==> src/hdl/status_pkg.sv <==
// Register map, field positions and reset values of the status and control register bank.
package status_pkg;
   // ---------------------------------------------------------------------
   // Register offsets
   // ---------------------------------------------------------------------
   localparam logic [7:0] OFF_IRQ_EN_LOCK_INPUTS = 8'h68;
   localparam logic [7:0] OFF_IRQ_EN_REFERENCE = 8'h69;
   localparam logic [7:0] OFF_STICKY_LOCK_INPUTS = 8'h6c;
   localparam logic [7:0] OFF_NOW_LOCK_INPUTS = 8'h6d;
   localparam logic [7:0] OFF_STICKY_REFERENCE = 8'h6e;
   localparam logic [7:0] OFF_NOW_REFERENCE_CAL = 8'h6f;
   localparam logic [7:0] OFF_DIVIDER_INIT = 8'h71;
   localparam logic [7:0] OFF_PLL_CMD_A = 8'h72;
   localparam logic [7:0] OFF_BIAS_CAL_POLARITY = 8'h73;
   // ---------------------------------------------------------------------
   // Field positions
   // ---------------------------------------------------------------------
   localparam int BIT_SYNTH = 5;
   localparam int BIT_JITTER = 4;
   localparam int BIT_INPUT0 = 0;
   localparam int BIT_SEL_LO = 6;
   localparam int BIT_REF = 1;
   localparam int BIT_HOLD = 0;
   localparam int BIT_CAL_RUNNING = 2;
   localparam int BIT_COMMAND = 7;
   localparam int BIT_POLARITY = 0;
   // ---------------------------------------------------------------------
   // Widths and reset values
   // ---------------------------------------------------------------------
   localparam int NUM_INPUTS = 2;
   localparam int SEL_W = 2;
   localparam logic RST_IRQ_EN = 1'b0;
   localparam logic RST_FAULT = 1'b0;
   localparam logic RST_POLARITY = 1'b0;
   localparam logic [7:0] RDATA_IDLE = 8'h00;
   // Healthy view of the raw status: sel 00, locks 1, inputs active, cal idle, reference 1, no holdover, done 0.
   localparam logic [9:0] RST_RAW = 10'h0f6;
   localparam logic RST_REF_PREV = 1'b1;
endpackage

==> src/hdl/pll_status_interrupt_regs.sv <==
// Status, interrupt and general control register bank behind the serial configuration port.
`timescale 1ns/10ps

// Notes on behaviour
// RULE_01 - Synth PLL unlock enabled pulls interrupt low.
// RULE_02 - Jitter PLL unlock enabled pulls interrupt low.
// RULE_03 - Input signal loss enabled pulls interrupt low.
// RULE_04 - Any reference change interrupts when enabled.
// RULE_05 - Holdover entry enabled pulls interrupt low.
// RULE_06 - Enables reset zero; disabled flags stay silent.
// RULE_07 - Synth lock sticky reads 0 after loss.
// RULE_08 - Jitter lock sticky reads 0 after loss.
// RULE_09 - Input sticky reads 0 after signal loss.
// RULE_10 - Reference sticky reads 0 after reference loss.
// RULE_11 - Holdover sticky reads 0 after holdover entry.
// RULE_12 - Selected input field shows current choice.
// RULE_13 - Momentary lock bits feed sticky flags.
// RULE_14 - Momentary input activity bit per input.
// RULE_15 - Calibration running bit reads one.
// RULE_16 - Reference present bit for selected input.
// RULE_17 - Momentary holdover bit reads 0 in holdover.
// RULE_18 - Divider init write pulses divider initialisation.
// RULE_19 - Pll_cmd_a write forces fresh lock acquisition.
// RULE_20 - Bias calibration bit clears when finished.
// RULE_21 - Polarity bit picks read shift edge.
// RULE_22 - Interrupt holds until enabled flags cleared.
module pll_status_interrupt_regs
(
   input wire logic core_clk_in,
   input wire logic rst_n_in,
   input wire logic reg_wr_in,
   input wire logic reg_rd_in,
   input wire logic [7:0] reg_addr_in,
   input wire logic [7:0] reg_wdata_in,
   output logic [7:0] reg_rdata_out,
   input wire logic synth_pll_lock_now_in,
   input wire logic jitter_pll_lock_now_in,
   input wire logic [status_pkg::NUM_INPUTS-1:0] input_active_now_in,
   input wire logic [status_pkg::SEL_W-1:0] selected_input_now_in,
   input wire logic synth_cal_running_in,
   input wire logic reference_present_now_in,
   input wire logic holdover_now_in,
   input wire logic bias_cal_done_in,
   output logic irq_n_out,
   output logic divider_init_out,
   output logic pll_cmd_a_out,
   output logic bias_cal_cmd_out,
   output logic read_edge_polarity_out
);

   // ---------------------------------------------------------------------
   // State
   // ---------------------------------------------------------------------
   localparam int RAW_W = 10;

   typedef struct packed {
      logic [RAW_W-1:0] sync1;
      logic [RAW_W-1:0] sync2;
      logic ref_prev;
      logic done_prev;
      logic synth_pll_unlock_irq_en;
      logic jitter_pll_unlock_irq_en;
      logic [status_pkg::NUM_INPUTS-1:0] input_los_irq_en;
      logic reference_irq_en;
      logic holdover_irq_en;
      logic synth_fault;
      logic jitter_fault;
      logic [status_pkg::NUM_INPUTS-1:0] input_fault;
      logic ref_fault;
      logic ref_pend;
      logic hold_fault;
      logic init_pulse;
      logic pll_cmd_a_pulse;
      logic cal_start;
      logic cal_busy;
      logic polarity;
      logic [7:0] rdata;
      logic irq_n;
   } state_t;

   state_t st_q;
   state_t st_d;

   // Synchronised view of the raw status, named for readability.
   logic [status_pkg::SEL_W-1:0] sel_s;
   logic synth_lock_s;
   logic jitter_lock_s;
   logic [status_pkg::NUM_INPUTS-1:0] active_s;
   logic cal_run_s;
   logic ref_s;
   logic hold_s;
   logic done_s;

   assign sel_s = st_q.sync2[9:8];
   assign synth_lock_s = st_q.sync2[7];
   assign jitter_lock_s = st_q.sync2[6];
   assign active_s = st_q.sync2[5:4];
   assign cal_run_s = st_q.sync2[3];
   assign ref_s = st_q.sync2[2];
   assign hold_s = st_q.sync2[1];
   assign done_s = st_q.sync2[0];

   // ---------------------------------------------------------------------
   // Decoding helpers
   // ---------------------------------------------------------------------
   function automatic logic hit(input logic [7:0] addr, input logic [7:0] off);
      hit = (addr == off);
   endfunction

   function automatic logic [7:0] read_mux(input logic [7:0] addr, input state_t s);
      logic [7:0] v;
      v = status_pkg::RDATA_IDLE;
      case (addr)
         status_pkg::OFF_IRQ_EN_LOCK_INPUTS:
         begin
            v[status_pkg::BIT_SYNTH] = s.synth_pll_unlock_irq_en;
            v[status_pkg::BIT_JITTER] = s.jitter_pll_unlock_irq_en;
            v[status_pkg::BIT_INPUT0 +: status_pkg::NUM_INPUTS] = s.input_los_irq_en;
         end
         status_pkg::OFF_IRQ_EN_REFERENCE:
         begin
            v[status_pkg::BIT_REF] = s.reference_irq_en;
            v[status_pkg::BIT_HOLD] = s.holdover_irq_en;
         end
         status_pkg::OFF_STICKY_LOCK_INPUTS:
         begin
            // Sticky bits read 1 while nothing happened since the last clear.
            v[status_pkg::BIT_SYNTH] = ~s.synth_fault; // RULE_07
            v[status_pkg::BIT_JITTER] = ~s.jitter_fault; // RULE_08
            v[status_pkg::BIT_INPUT0 +: status_pkg::NUM_INPUTS] = ~s.input_fault; // RULE_09
         end
         status_pkg::OFF_NOW_LOCK_INPUTS:
         begin
            v[status_pkg::BIT_SEL_LO +: status_pkg::SEL_W] = s.sync2[9:8]; // RULE_12
            v[status_pkg::BIT_SYNTH] = s.sync2[7]; // RULE_13
            v[status_pkg::BIT_JITTER] = s.sync2[6]; // RULE_13
            v[status_pkg::BIT_INPUT0 +: status_pkg::NUM_INPUTS] = s.sync2[5:4]; // RULE_14
         end
         status_pkg::OFF_STICKY_REFERENCE:
         begin
            v[status_pkg::BIT_REF] = ~s.ref_fault; // RULE_10
            v[status_pkg::BIT_HOLD] = ~s.hold_fault; // RULE_11
         end
         status_pkg::OFF_NOW_REFERENCE_CAL:
         begin
            v[status_pkg::BIT_CAL_RUNNING] = s.sync2[3]; // RULE_15
            v[status_pkg::BIT_REF] = s.sync2[2]; // RULE_16
            v[status_pkg::BIT_HOLD] = s.sync2[1]; // RULE_17
         end
         status_pkg::OFF_BIAS_CAL_POLARITY:
         begin
            v[status_pkg::BIT_COMMAND] = s.cal_busy;
            v[status_pkg::BIT_POLARITY] = s.polarity;
         end
         default:
         begin
            v = status_pkg::RDATA_IDLE;
         end
      endcase
      read_mux = v;
   endfunction

   // ---------------------------------------------------------------------
   // Next-state logic
   // ---------------------------------------------------------------------
   logic wr_lock_en;
   logic wr_ref_en;
   logic wr_lock_clr;
   logic wr_ref_clr;
   logic wr_init;
   logic wr_pll_cmd_a;
   logic wr_bias;
   logic [7:0] pending;

   always_comb
   begin
      wr_lock_en = reg_wr_in && hit(reg_addr_in, status_pkg::OFF_IRQ_EN_LOCK_INPUTS);
      wr_ref_en = reg_wr_in && hit(reg_addr_in, status_pkg::OFF_IRQ_EN_REFERENCE);
      wr_lock_clr = reg_wr_in && hit(reg_addr_in, status_pkg::OFF_STICKY_LOCK_INPUTS);
      wr_ref_clr = reg_wr_in && hit(reg_addr_in, status_pkg::OFF_STICKY_REFERENCE);
      wr_init = reg_wr_in && hit(reg_addr_in, status_pkg::OFF_DIVIDER_INIT);
      wr_pll_cmd_a = reg_wr_in && hit(reg_addr_in, status_pkg::OFF_PLL_CMD_A);
      wr_bias = reg_wr_in && hit(reg_addr_in, status_pkg::OFF_BIAS_CAL_POLARITY);

      st_d = st_q;
      st_d.sync1 = {selected_input_now_in, synth_pll_lock_now_in, jitter_pll_lock_now_in,
                    input_active_now_in, synth_cal_running_in, reference_present_now_in,
                    holdover_now_in, bias_cal_done_in};
      st_d.sync2 = st_q.sync1;
      st_d.ref_prev = ref_s;
      st_d.done_prev = done_s;

      if (wr_lock_en)
      begin
         st_d.synth_pll_unlock_irq_en = reg_wdata_in[status_pkg::BIT_SYNTH];
         st_d.jitter_pll_unlock_irq_en = reg_wdata_in[status_pkg::BIT_JITTER];
         st_d.input_los_irq_en = reg_wdata_in[status_pkg::BIT_INPUT0 +: status_pkg::NUM_INPUTS];
      end
      if (wr_ref_en)
      begin
         st_d.reference_irq_en = reg_wdata_in[status_pkg::BIT_REF];
         st_d.holdover_irq_en = reg_wdata_in[status_pkg::BIT_HOLD];
      end

      // A write of 1 clears a flag, but an event in the same cycle sets it again.
      if (wr_lock_clr && reg_wdata_in[status_pkg::BIT_SYNTH])
      begin
         st_d.synth_fault = 1'b0;
      end
      if (wr_lock_clr && reg_wdata_in[status_pkg::BIT_JITTER])
      begin
         st_d.jitter_fault = 1'b0;
      end
      for (int i = 0; i < status_pkg::NUM_INPUTS; i++)
      begin
         if (wr_lock_clr && reg_wdata_in[status_pkg::BIT_INPUT0 + i])
         begin
            st_d.input_fault[i] = 1'b0;
         end
         if (!active_s[i])
         begin
            st_d.input_fault[i] = 1'b1; // RULE_09
         end
      end
      if (wr_ref_clr && reg_wdata_in[status_pkg::BIT_REF])
      begin
         st_d.ref_fault = 1'b0;
         st_d.ref_pend = 1'b0;
      end
      if (wr_ref_clr && reg_wdata_in[status_pkg::BIT_HOLD])
      begin
         st_d.hold_fault = 1'b0;
      end

      if (!synth_lock_s)
      begin
         st_d.synth_fault = 1'b1; // RULE_07
      end
      if (!jitter_lock_s)
      begin
         st_d.jitter_fault = 1'b1; // RULE_08
      end
      if (!ref_s)
      begin
         st_d.ref_fault = 1'b1; // RULE_10
      end
      // Recovery of the reference is reported too, not only its loss.
      if (ref_s != st_q.ref_prev)
      begin
         st_d.ref_pend = 1'b1; // RULE_04
      end
      if (!hold_s)
      begin
         st_d.hold_fault = 1'b1; // RULE_11
      end

      st_d.init_pulse = wr_init && reg_wdata_in[status_pkg::BIT_COMMAND]; // RULE_18
      st_d.pll_cmd_a_pulse = wr_pll_cmd_a && reg_wdata_in[status_pkg::BIT_COMMAND]; // RULE_19
      st_d.cal_start = wr_bias && reg_wdata_in[status_pkg::BIT_COMMAND] && !st_q.cal_busy;
      if (wr_bias)
      begin
         st_d.polarity = reg_wdata_in[status_pkg::BIT_POLARITY]; // RULE_21
      end
      // Only a fresh rising edge of done ends a run, so a level left from the last run is ignored.
      if (st_d.cal_start)
      begin
         st_d.cal_busy = 1'b1; // RULE_20
      end
      else if (done_s && !st_q.done_prev)
      begin
         st_d.cal_busy = 1'b0; // RULE_20
      end

      st_d.rdata = reg_rd_in ? read_mux(reg_addr_in, st_q) : status_pkg::RDATA_IDLE;

      pending = {st_d.synth_fault & st_d.synth_pll_unlock_irq_en, // RULE_01
                 st_d.jitter_fault & st_d.jitter_pll_unlock_irq_en, // RULE_02
                 st_d.input_fault & st_d.input_los_irq_en, // RULE_03
                 st_d.ref_pend & st_d.reference_irq_en, // RULE_04
                 st_d.hold_fault & st_d.holdover_irq_en, // RULE_05
                 2'b00};
      st_d.irq_n = ~|pending; // RULE_22
   end

   // ---------------------------------------------------------------------
   // Registers
   // ---------------------------------------------------------------------
   always_ff @(posedge core_clk_in or negedge rst_n_in)
   begin
      if (!rst_n_in)
      begin
         st_q <= '0;
         // Synchronisers start at the healthy level, so no false event or edge follows reset.
         st_q.sync1 <= status_pkg::RST_RAW;
         st_q.sync2 <= status_pkg::RST_RAW;
         st_q.ref_prev <= status_pkg::RST_REF_PREV;
         st_q.synth_pll_unlock_irq_en <= status_pkg::RST_IRQ_EN; // RULE_06
         st_q.jitter_pll_unlock_irq_en <= status_pkg::RST_IRQ_EN;
         st_q.input_los_irq_en <= {status_pkg::NUM_INPUTS{status_pkg::RST_IRQ_EN}};
         st_q.reference_irq_en <= status_pkg::RST_IRQ_EN;
         st_q.holdover_irq_en <= status_pkg::RST_IRQ_EN;
         st_q.synth_fault <= status_pkg::RST_FAULT;
         st_q.hold_fault <= status_pkg::RST_FAULT;
         st_q.polarity <= status_pkg::RST_POLARITY;
         st_q.rdata <= status_pkg::RDATA_IDLE;
         st_q.irq_n <= 1'b1;
      end
      else
      begin
         st_q <= st_d;
      end
   end

   assign reg_rdata_out = st_q.rdata;
   assign irq_n_out = st_q.irq_n;
   assign divider_init_out = st_q.init_pulse;
   assign pll_cmd_a_out = st_q.pll_cmd_a_pulse;
   assign bias_cal_cmd_out = st_q.cal_start;
   assign read_edge_polarity_out = st_q.polarity;
endmodule // pll_status_interrupt_regs

==> config.mk <==
export PLATFORM = sky130hd
export DESIGN_NAME = pll_status_interrupt_regs
export DESIGN_NICKNAME = d
export VERILOG_FILES = /design/src/hdl/status_pkg.sv /design/src/hdl/pll_status_interrupt_regs.sv
export SDC_FILE = /design/constraint.sdc
export NUM_CORES = 1
export LEC_CHECK = 0
export CAP_MARGIN = 15
export CORE_MARGIN = 2
export CORE_UTILIZATION = 30
export DETAILED_ROUTE_END_ITERATION = 6
export DONT_BUFFER_PORTS = 1
export PLACE_DENSITY = 0.54
export SLEW_MARGIN = 10
export SYNTH_ARGS = -nofsm -noshare
export SYNTH_HDL_FRONTEND = slang
export SYNTH_SLANG_ARGS = --single-unit
==> constraint.sdc <==
create_clock -name core_clk_in -period 2.1 [get_ports core_clk_in]
set_clock_uncertainty 0.2 [all_clocks]
set_input_delay 0.42 -clock core_clk_in [delete_from_list [all_inputs] [get_ports core_clk_in]]
set_output_delay 0.42 -clock core_clk_in [all_outputs]
set_load 0.05 [all_outputs]
==> results.txt, run 1 <==
----------------------------------------------------
[Status]
  Run status ... finished clean

[Floorplan]
  Placement row count ... 29
  DIE HEIGHT ... around 84 um
  Placeable core region ... between 6000 and 7000 sq um
  IO Count ... 43
  Initial Utilization ... 0.3082
  Overall die width ... 84.30 um
  Overall die area ... roughly 7100 sq um

[Placement]
  Count of input and output buffers ... 0
  RD Place Congestion ... roughly 0.84
  Total half-perimeter wirelength after legalization and detailed placement ... about 2700 um

[Global route]
  First-pass GRT wire length ... between 6000 and 7000 um
  Maximum number of pins on one net before global-route repair ... 49
  Number of antenna violations at the first check in global routing ... 0
  Grt total ovfl ... 0
  Total GRT Usage ... 0.1159
  Vias in the first global route ... about 1,300

[Critical path]
  CP Data Required Time ... between 2 and 2.5 ns
  Largest incremental delay on the critical path ... between 0.3 and 0.4 ns
  Worst endpoint data arrival time ... 1.81 ns
  Critical-path maximum fanout ... 16
  Critical path class ... primary input to register
  Capturing element type of the critical path ... register
  Startpoint kind of the worst setup timing path ... primary input
  Cells along the critical path ... and4bb_1 > nand3_2 > mux2_4 > a32o_1 > a2111oi_2
  Library cell contributing the largest single delay on the critical path ... sky130_fd_sc_hd__a2111oi_2

[Logic synthesis]
  Leading register cell type out of synthesis ... sky130_fd_sc_hd__dfrtp_1
  Post-synth EDFFs ... 0
  Proportion of synthesized chip area in sequential cells ... 0.6300
  Average cell area after synthesis ... around 13 sq um
  Number of distinct library cell variants in the gate-level netlist after synthesis ... 40
  Combined area of all synthesized cells ... 1934 sq um
  Gate count of the mapped netlist ... between 150 and 200
  Cell types occupying the most area after synthesis ... sky130_fd_sc_hd__dfrtp_1 44%, sky130_fd_sc_hd__dfstp_2 19%, sky130_fd_sc_hd__buf_4 3.1%
  Syn. warnings ... 0
  FF+latch count, synth ... between 40 and 50
  Yosys top cell by area ... sky130_fd_sc_hd__dfrtp_1
  Share of flip-flops with an asynchronous set or reset after synthesis ... 1.000
  Area share of the leading cell type in the synthesized netlist ... 0.4398
  Mapped Nets ... between 150 and 200

[Timing]
  Hold_ws ... approximately 0.04 ns
  Highest achievable clock rate ... 550.0 MHz
  Final hold viol count ... 0
  Accumulated negative setup slack ... 0 ns
  Crit share post-route ... 0.8659
  Number of pins exceeding their max-slew limit in the final report ... 0
  Setup-failing EPs final ... 0
  RSZ-0062 raised after global routing ... false
  Final period demand of the worst path ... 1.818 ns

[Layout]
  Antenna diode count ... 0
  Most frequent cells in the layout ... 34 x sky130_fd_sc_hd__dfrtp_1, 15 x sky130_fd_sc_hd__nand2_1, 14 x sky130_fd_sc_hd__dfstp_2, 12 x sky130_fd_sc_hd__dlygate4sd3_1
  Multi-input gate area ... 621.8 sq um
  FF/Latch Area ... 1219 sq um
  Fill cell instance count of the final layout ... about 600
  Nets ... about 200
  Layout cells sized above 1 ... 0.2036
  Area grow syn2layout ... 15.07%
  Most common cell after layout, fill and taps aside ... sky130_fd_sc_hd__dfrtp_1

[Drt]
  Remaining routing DRC violations ... 0
  Routed via count divided by cell count ... approximately 4.7
  Detailed-route via count ... ~1,100
  Final antenna-violating net count ... 0
  Drt wl/cell ... 15.23 um
  Detailed Routing Iterations Pass 1 ... 4
  DRC marker count from the first detailed-route iteration ... 56
  Drt total wl ... approximately 3700 um

[Clock network]
  Post-CTS setup-driven buffer insertion count ... 0
  Clock root buffer ... sky130_fd_sc_hd__clkbuf_8
  Number of cells upsized or downsized after cts ... 0
  Number of buffers inserted during clock tree synthesis ... 5
  Clock-pin transition on the worst setup and hold timing paths ... ~0.080 ns
  Number of buffers between clock root and the deepest sink ... 2
  Clock Latency Late Sink ... ~0.3 ns
  Maximum level of the CTS H-tree ... 2
  Clock tree from TritonCTS ... built
  Clk sinks ... between 40 and 50

[Power]
  Worst IR Drop VDD ... between 0.2 and 0.25 mV
  Post-layout total power ... around 1600 uW
  Power Density ... approximately 730 nW/um^2
  Leakage component of the power ... ~0.00096 uW

[Job]
  Max-cap violation count ... 0

[Min path]
  Min-Delay Path Class ... primary input to register

----------------------------------------------------
==> per-layer routing <==
metal / part of all wire / track usage / up-vias
met3: 0.080 / 0.05015 / 6
met1: 0.41 / 0.1336 / 561
met5: 0 / 0 / -
li1: - / - / 545
met4: 0.019 / 0.04839 / 0
met2: 0.49 / 0.1890 / 28
==> sequential cells by signal, summed over array words and instances, names as in the netlist, 2 cells and up <==
register       flops
sel_s              2
active_s           2
reg_rdata_out      7
st_d              10
st_q              17
==> path summary, 6_finish.rpt <==
path / startpoint / end / slack [ns] / depth (start not counted)
min in group asynchronous: rst_n_in / divider_init_out / 0.42 / 2
min: reg_addr_in[2] / reg_rdata_out[2] / 0.04 / 2
max: reg_addr_in[2] / irq_n_out / 0.28 / 5
max in group asynchronous: rst_n_in / jitter_lock_s / 1.00 / 2
min reg2reg: st_d[29] / done_s / 0.15 / 0
max reg2reg: active_s[0] / irq_n_out / 0.34 / 4
==> worst max-delay path, delay by kind of cell <==
family             cells  cell delay (ns)
and+or+nand+nor        2             0.47
muxes                  1             0.33
AOI/OAI and AO/OA      2             0.59
==> timing repair <==
| item | CTS | global route |
|---|---|---|
| hold endpoints to repair | 60 | 0 |
| hold buffers | 13 | 0 |
| setup endpoints to repair | 0 | 0 |
==> cells by family after synthesis <==
| family | count (synthesis) | synth area share |
|---|---|---|
| simple gates | 57 | 0.1733 |
| flops | 48 | 0.6300 |
| compound gates | 18 | 0.07179 |
| buf+inv | 16 | 0.04851 |
| mux | 11 | 0.06985 |
| xor+xnor | 1 | 0.004529 |
| other cells | 1 | 0.001939 |
==> Yosys cell counts, types with 4 or more instances <==
master and count:
sky130_fd_sc_hd__nand4_1 5, sky130_fd_sc_hd__dfstp_2 14, sky130_fd_sc_hd__nand2_1 15, sky130_fd_sc_hd__nor2b_1 4, sky130_fd_sc_hd__nand3_1 6, sky130_fd_sc_hd__buf_4 8, sky130_fd_sc_hd__inv_1 4, sky130_fd_sc_hd__nor2_1 5
sky130_fd_sc_hd__and3b_1 5, sky130_fd_sc_hd__mux2_1 4, sky130_fd_sc_hd__dfrtp_1 34
==> per-stage QoR <==
step	cells	setup slack, ns	utilization	cell area (sq um)
after floorplan	152	0.06191	-	1934
after global placement	223	-0.002806	0.3181	1997
after detailed placement	223	-0.04385	0.3181	1997
after CTS	244	0.2677	0.3546	2226
after global routing	244	0.2367	0.3546	2226
final	244	0.2817	0.3546	2226
==> power by group <==
group / total (uW) / switching (uW) / internal, uW
combinational: 103 / 48.4 / 54.8
clock: 522 / 288 / 234
sequential: 1010 / 34.9 / 970
total: 1630 / 372 / 1260
==> final cells by class <==
cell class	instances	share of cell area
Clock buffer	7	0.03429
Sequential cell	48	0.5475
Timing Repair Buffer	19	0.08657
Inverter	4	0.006745
Clock inverter	1	0.002248
Tap cell	77	0.04328
Multi-Input combinational cell	88	0.2794
(Power assumes the default switching activity.)
==> run 2, diff against run 1 <==
==> constraint.sdc (replaced) <==
create_clock -name core_clk_in -period 2.1 [get_ports core_clk_in]
set_clock_uncertainty 0.2 [all_clocks]
set_input_delay 0.63 -clock core_clk_in [delete_from_list [all_inputs] [get_ports core_clk_in]]
set_output_delay 0.63 -clock core_clk_in [all_outputs]
set_load 0.05 [all_outputs]
==> results.txt, run 2 (same netlist as run 1, synthesis figures left out) <==
----------------------------------------------------
[Status]
  Run status ... finished clean

[Layout]
  FF/Latch Area ... 1219 sq um (unchanged)
  Layout cells sized above 1 ... 0.2795 (+0.07591)
  Fill cell instance count of the final layout ... 613 (+2.5%)
  Register with the most flip-flops ... st_q
  Multi-input gate area ... 641.9 sq um (+3.2%)
  Finished Layout Cells ... 238 (-2.5%)
  Antenna diode count ... 0 (unchanged)
  Post-route cell area ... 2218 sq um (-0.34%)
  Area grow syn2layout ... 14.68%
  Nets ... 190 (-3.1%)
  Most common cell after layout, fill and taps aside ... sky130_fd_sc_hd__dfrtp_1
  Max FFs per register ... 17 (unchanged)
  Most frequent cells in the layout ... 34 x sky130_fd_sc_hd__dfrtp_1, 15 x sky130_fd_sc_hd__nand2_1, 14 x sky130_fd_sc_hd__dfstp_2, 11 x sky130_fd_sc_hd__buf_4, 7 x sky130_fd_sc_hd__clkbuf_8

[Min path]
  Instance count along the most critical hold path ... 0 (-2)
  Min-Delay Path Class ... primary input to register

[Clock network]
  Post-CTS setup-driven buffer insertion count ... 0 (unchanged)
  Clock root buffer ... sky130_fd_sc_hd__clkbuf_8
  Clock-pin transition on the worst setup and hold timing paths ... 0.08 ns (about the same)
  Clock Latency Late Sink ... 0.30 ns (about the same)
  Clock tree from TritonCTS ... built
  Post-cts hold buffer count ... 2 (-11)
  Maximum level of the CTS H-tree ... 2 (unchanged)
  Number of buffers inserted during clock tree synthesis ... 5 (unchanged)
  Clk sinks ... 48 (unchanged)
  Number of cells upsized or downsized after cts ... 0 (unchanged)
  Number of buffers between clock root and the deepest sink ... 2 (unchanged)

[Drt]
  Detailed-route via count ... 1,138 (-0.18%)
  Detailed Routing Iterations Pass 1 ... 4 (unchanged)
  Remaining routing DRC violations ... 0 (unchanged)
  Final antenna-violating net count ... 0 (unchanged)
  DRC marker count from the first detailed-route iteration ... 95 (+70%)
  Drt wl/cell ... 15.88 um (+4.3%)
  Routed via count divided by cell count ... 4.782 (+2.3%)
  Drt total wl ... 3779 um (+1.7%)

[Floorplan]
  IO Count ... 43 (unchanged)
  Placement row count ... 29 (unchanged)
  Overall die area ... 7106 sq um (unchanged)
  Initial Utilization ... 0.3082 (unchanged)
  Overall die width ... 84.30 um (unchanged)
  Placeable core region ... 6277 sq um (unchanged)
  DIE HEIGHT ... 84.30 um (unchanged)

[Critical path]
  Library cell contributing the largest single delay on the critical path ... sky130_fd_sc_hd__a2111oi_2
  Critical path class ... primary input to register
  Cells along the critical path ... and3b_1 > nand3_2 > mux2_4 > a32o_1 > a2111oi_2
  Startpoint kind of the worst setup timing path ... primary input
  Critical-path maximum fanout ... 4 (-12)
  Source of the worst register-to-register timing path ... hold_s
  Capturing element type of the critical path ... register
  CP Data Required Time ... 2.10 ns (about the same)
  Worst reg2reg setup slack ... 0.34 ns (about the same)
  Start point of the critical path ... reg_addr_in[4]
  Worst reg-to-reg path cell count ... 4 (unchanged)
  End of the worst register-to-register path ... irq_n_out
  Timing endpoint of the critical path ... irq_n_out
  Worst endpoint data arrival time ... 2.00 ns (+0.19 ns)
  Largest incremental delay on the critical path ... 0.35 ns (about the same)

[Timing]
  Final period demand of the worst path ... 2.004 ns (+0.1858 ns)
  Crit share post-route ... 0.9544 (+0.08850)
  RSZ-0062 raised after global routing ... false
  Max transition margin ... 0.6627
  Highest achievable clock rate ... 499.0 MHz (-9.3%)
  PnR worst setup slack ... 0.09582 ns (-0.1858 ns)
  Number of pins exceeding their max-slew limit in the final report ... 0 (unchanged)
  Setup-failing EPs final ... 0 (unchanged)
  Slew of the pin with the lowest slew margin ... approximately 0.51 ns
  Final hold viol count ... 0 (unchanged)

[Global route]
  Maximum number of pins on one net before global-route repair ... 49 (unchanged)
  Grt total ovfl ... 0 (unchanged)
  Vias in the first global route ... 1,271 (+0.95%)
  First-pass GRT wire length ... 6486 um (+2.5%)
  Number of antenna violations at the first check in global routing ... 0 (unchanged)
  Total GRT Usage ... 0.1198 (+0.003857)

[Power]
  Power Density ... 816.8 nW/um^2 (+11%)
  Post-layout total power ... 1812 uW (+11%)
  Leakage component of the power ... 0.0009678 uW (+0.52%)
  Worst IR Drop VDD ... 0.3534 mV (+46%)

[Placement]
  Placed Cells incl. Taps ... 228 (+2.2%)
  RD Place Congestion ... 0.8385 (+0.29%)
  Total half-perimeter wirelength after legalization and detailed placement ... 2819 um (+3.7%)
  Pre-CTS setup slack ... -0.1896 ns (-0.1458 ns)
  Area after DPL ... 2054 sq um (+2.9%)
  Count of input and output buffers ... 0 (unchanged)

[Job]
  Max-cap violation count ... 0 (unchanged)

----------------------------------------------------
-- run 2: cell types whose count changed in the layout (fill, tap and decap cells not counted), sizes merged --
cell,before,now
buf,7,12
bufinv,0,1
clkinv,1,0
dlygate4sd3,12,1
-- run 2: metrics by stage --
stage / TNS [ns] / hold WS (ns) / utilization
after detailed placement: -0.1896 / 0.1363 / 0.3273
after CTS: 0 / 0.1057 / 0.3534
after floorplan: -0.09212 / 0.1312 / -
after global placement: -0.2038 / 0.1367 / 0.3273
after global routing: 0 / 0.08357 / 0.3534
final: 0 / 0.1181 / 0.3534
-- run 2: metal layers --
layer / wire, um / vias to the layer above / GRT usage
li1: - / 533 / -
met1: 1600 / 564 / 0.1441
met2: 1789 / 35 / 0.1890
met3: 327 / 6 / 0.05113
met4: 61 / 0 / 0.04985
met5: 0 / - / 0
-- run 2: area by class of cell --
cell class                      count  share of cell area
Multi-Input combinational cell     88              0.2893
Timing Repair Buffer               13             0.05415
Sequential cell                    48              0.5494
Clock buffer                        7             0.04343
Inverter                            4            0.006768
Clock inverter                      1             0.01354
Tap cell                           77             0.04343
-- run 2: worst min path at each step --
stage | endpoint | from | slack, ns
floorplan | bias_cal_cmd_out | rst_n_in | 0.13
global placement | pll_cmd_a_out | rst_n_in | 0.14
detailed placement | pll_cmd_a_out | rst_n_in | 0.14
CTS | st_d[31] | reference_present_now_in | 0.11
global route | st_d[31] | reference_present_now_in | 0.08
finish | st_d[30] | holdover_now_in | 0.12
-- run 2: where the power goes --
group	internal [uW]	switching [uW]	leakage [uW]
combinational	45.8	47.2	0.000340
sequential	970	34.9	0.000564
clock	420	294	0.0000645
-- run 2: critical path, delay by kind of cell --
| kind | cells | cell delay, ns |
|---|---|---|
| AND/OR/NAND/NOR | 2 | 0.45 |
| multiplexers | 1 | 0.32 |
| AO/OA/AOI/OAI | 2 | 0.60 |
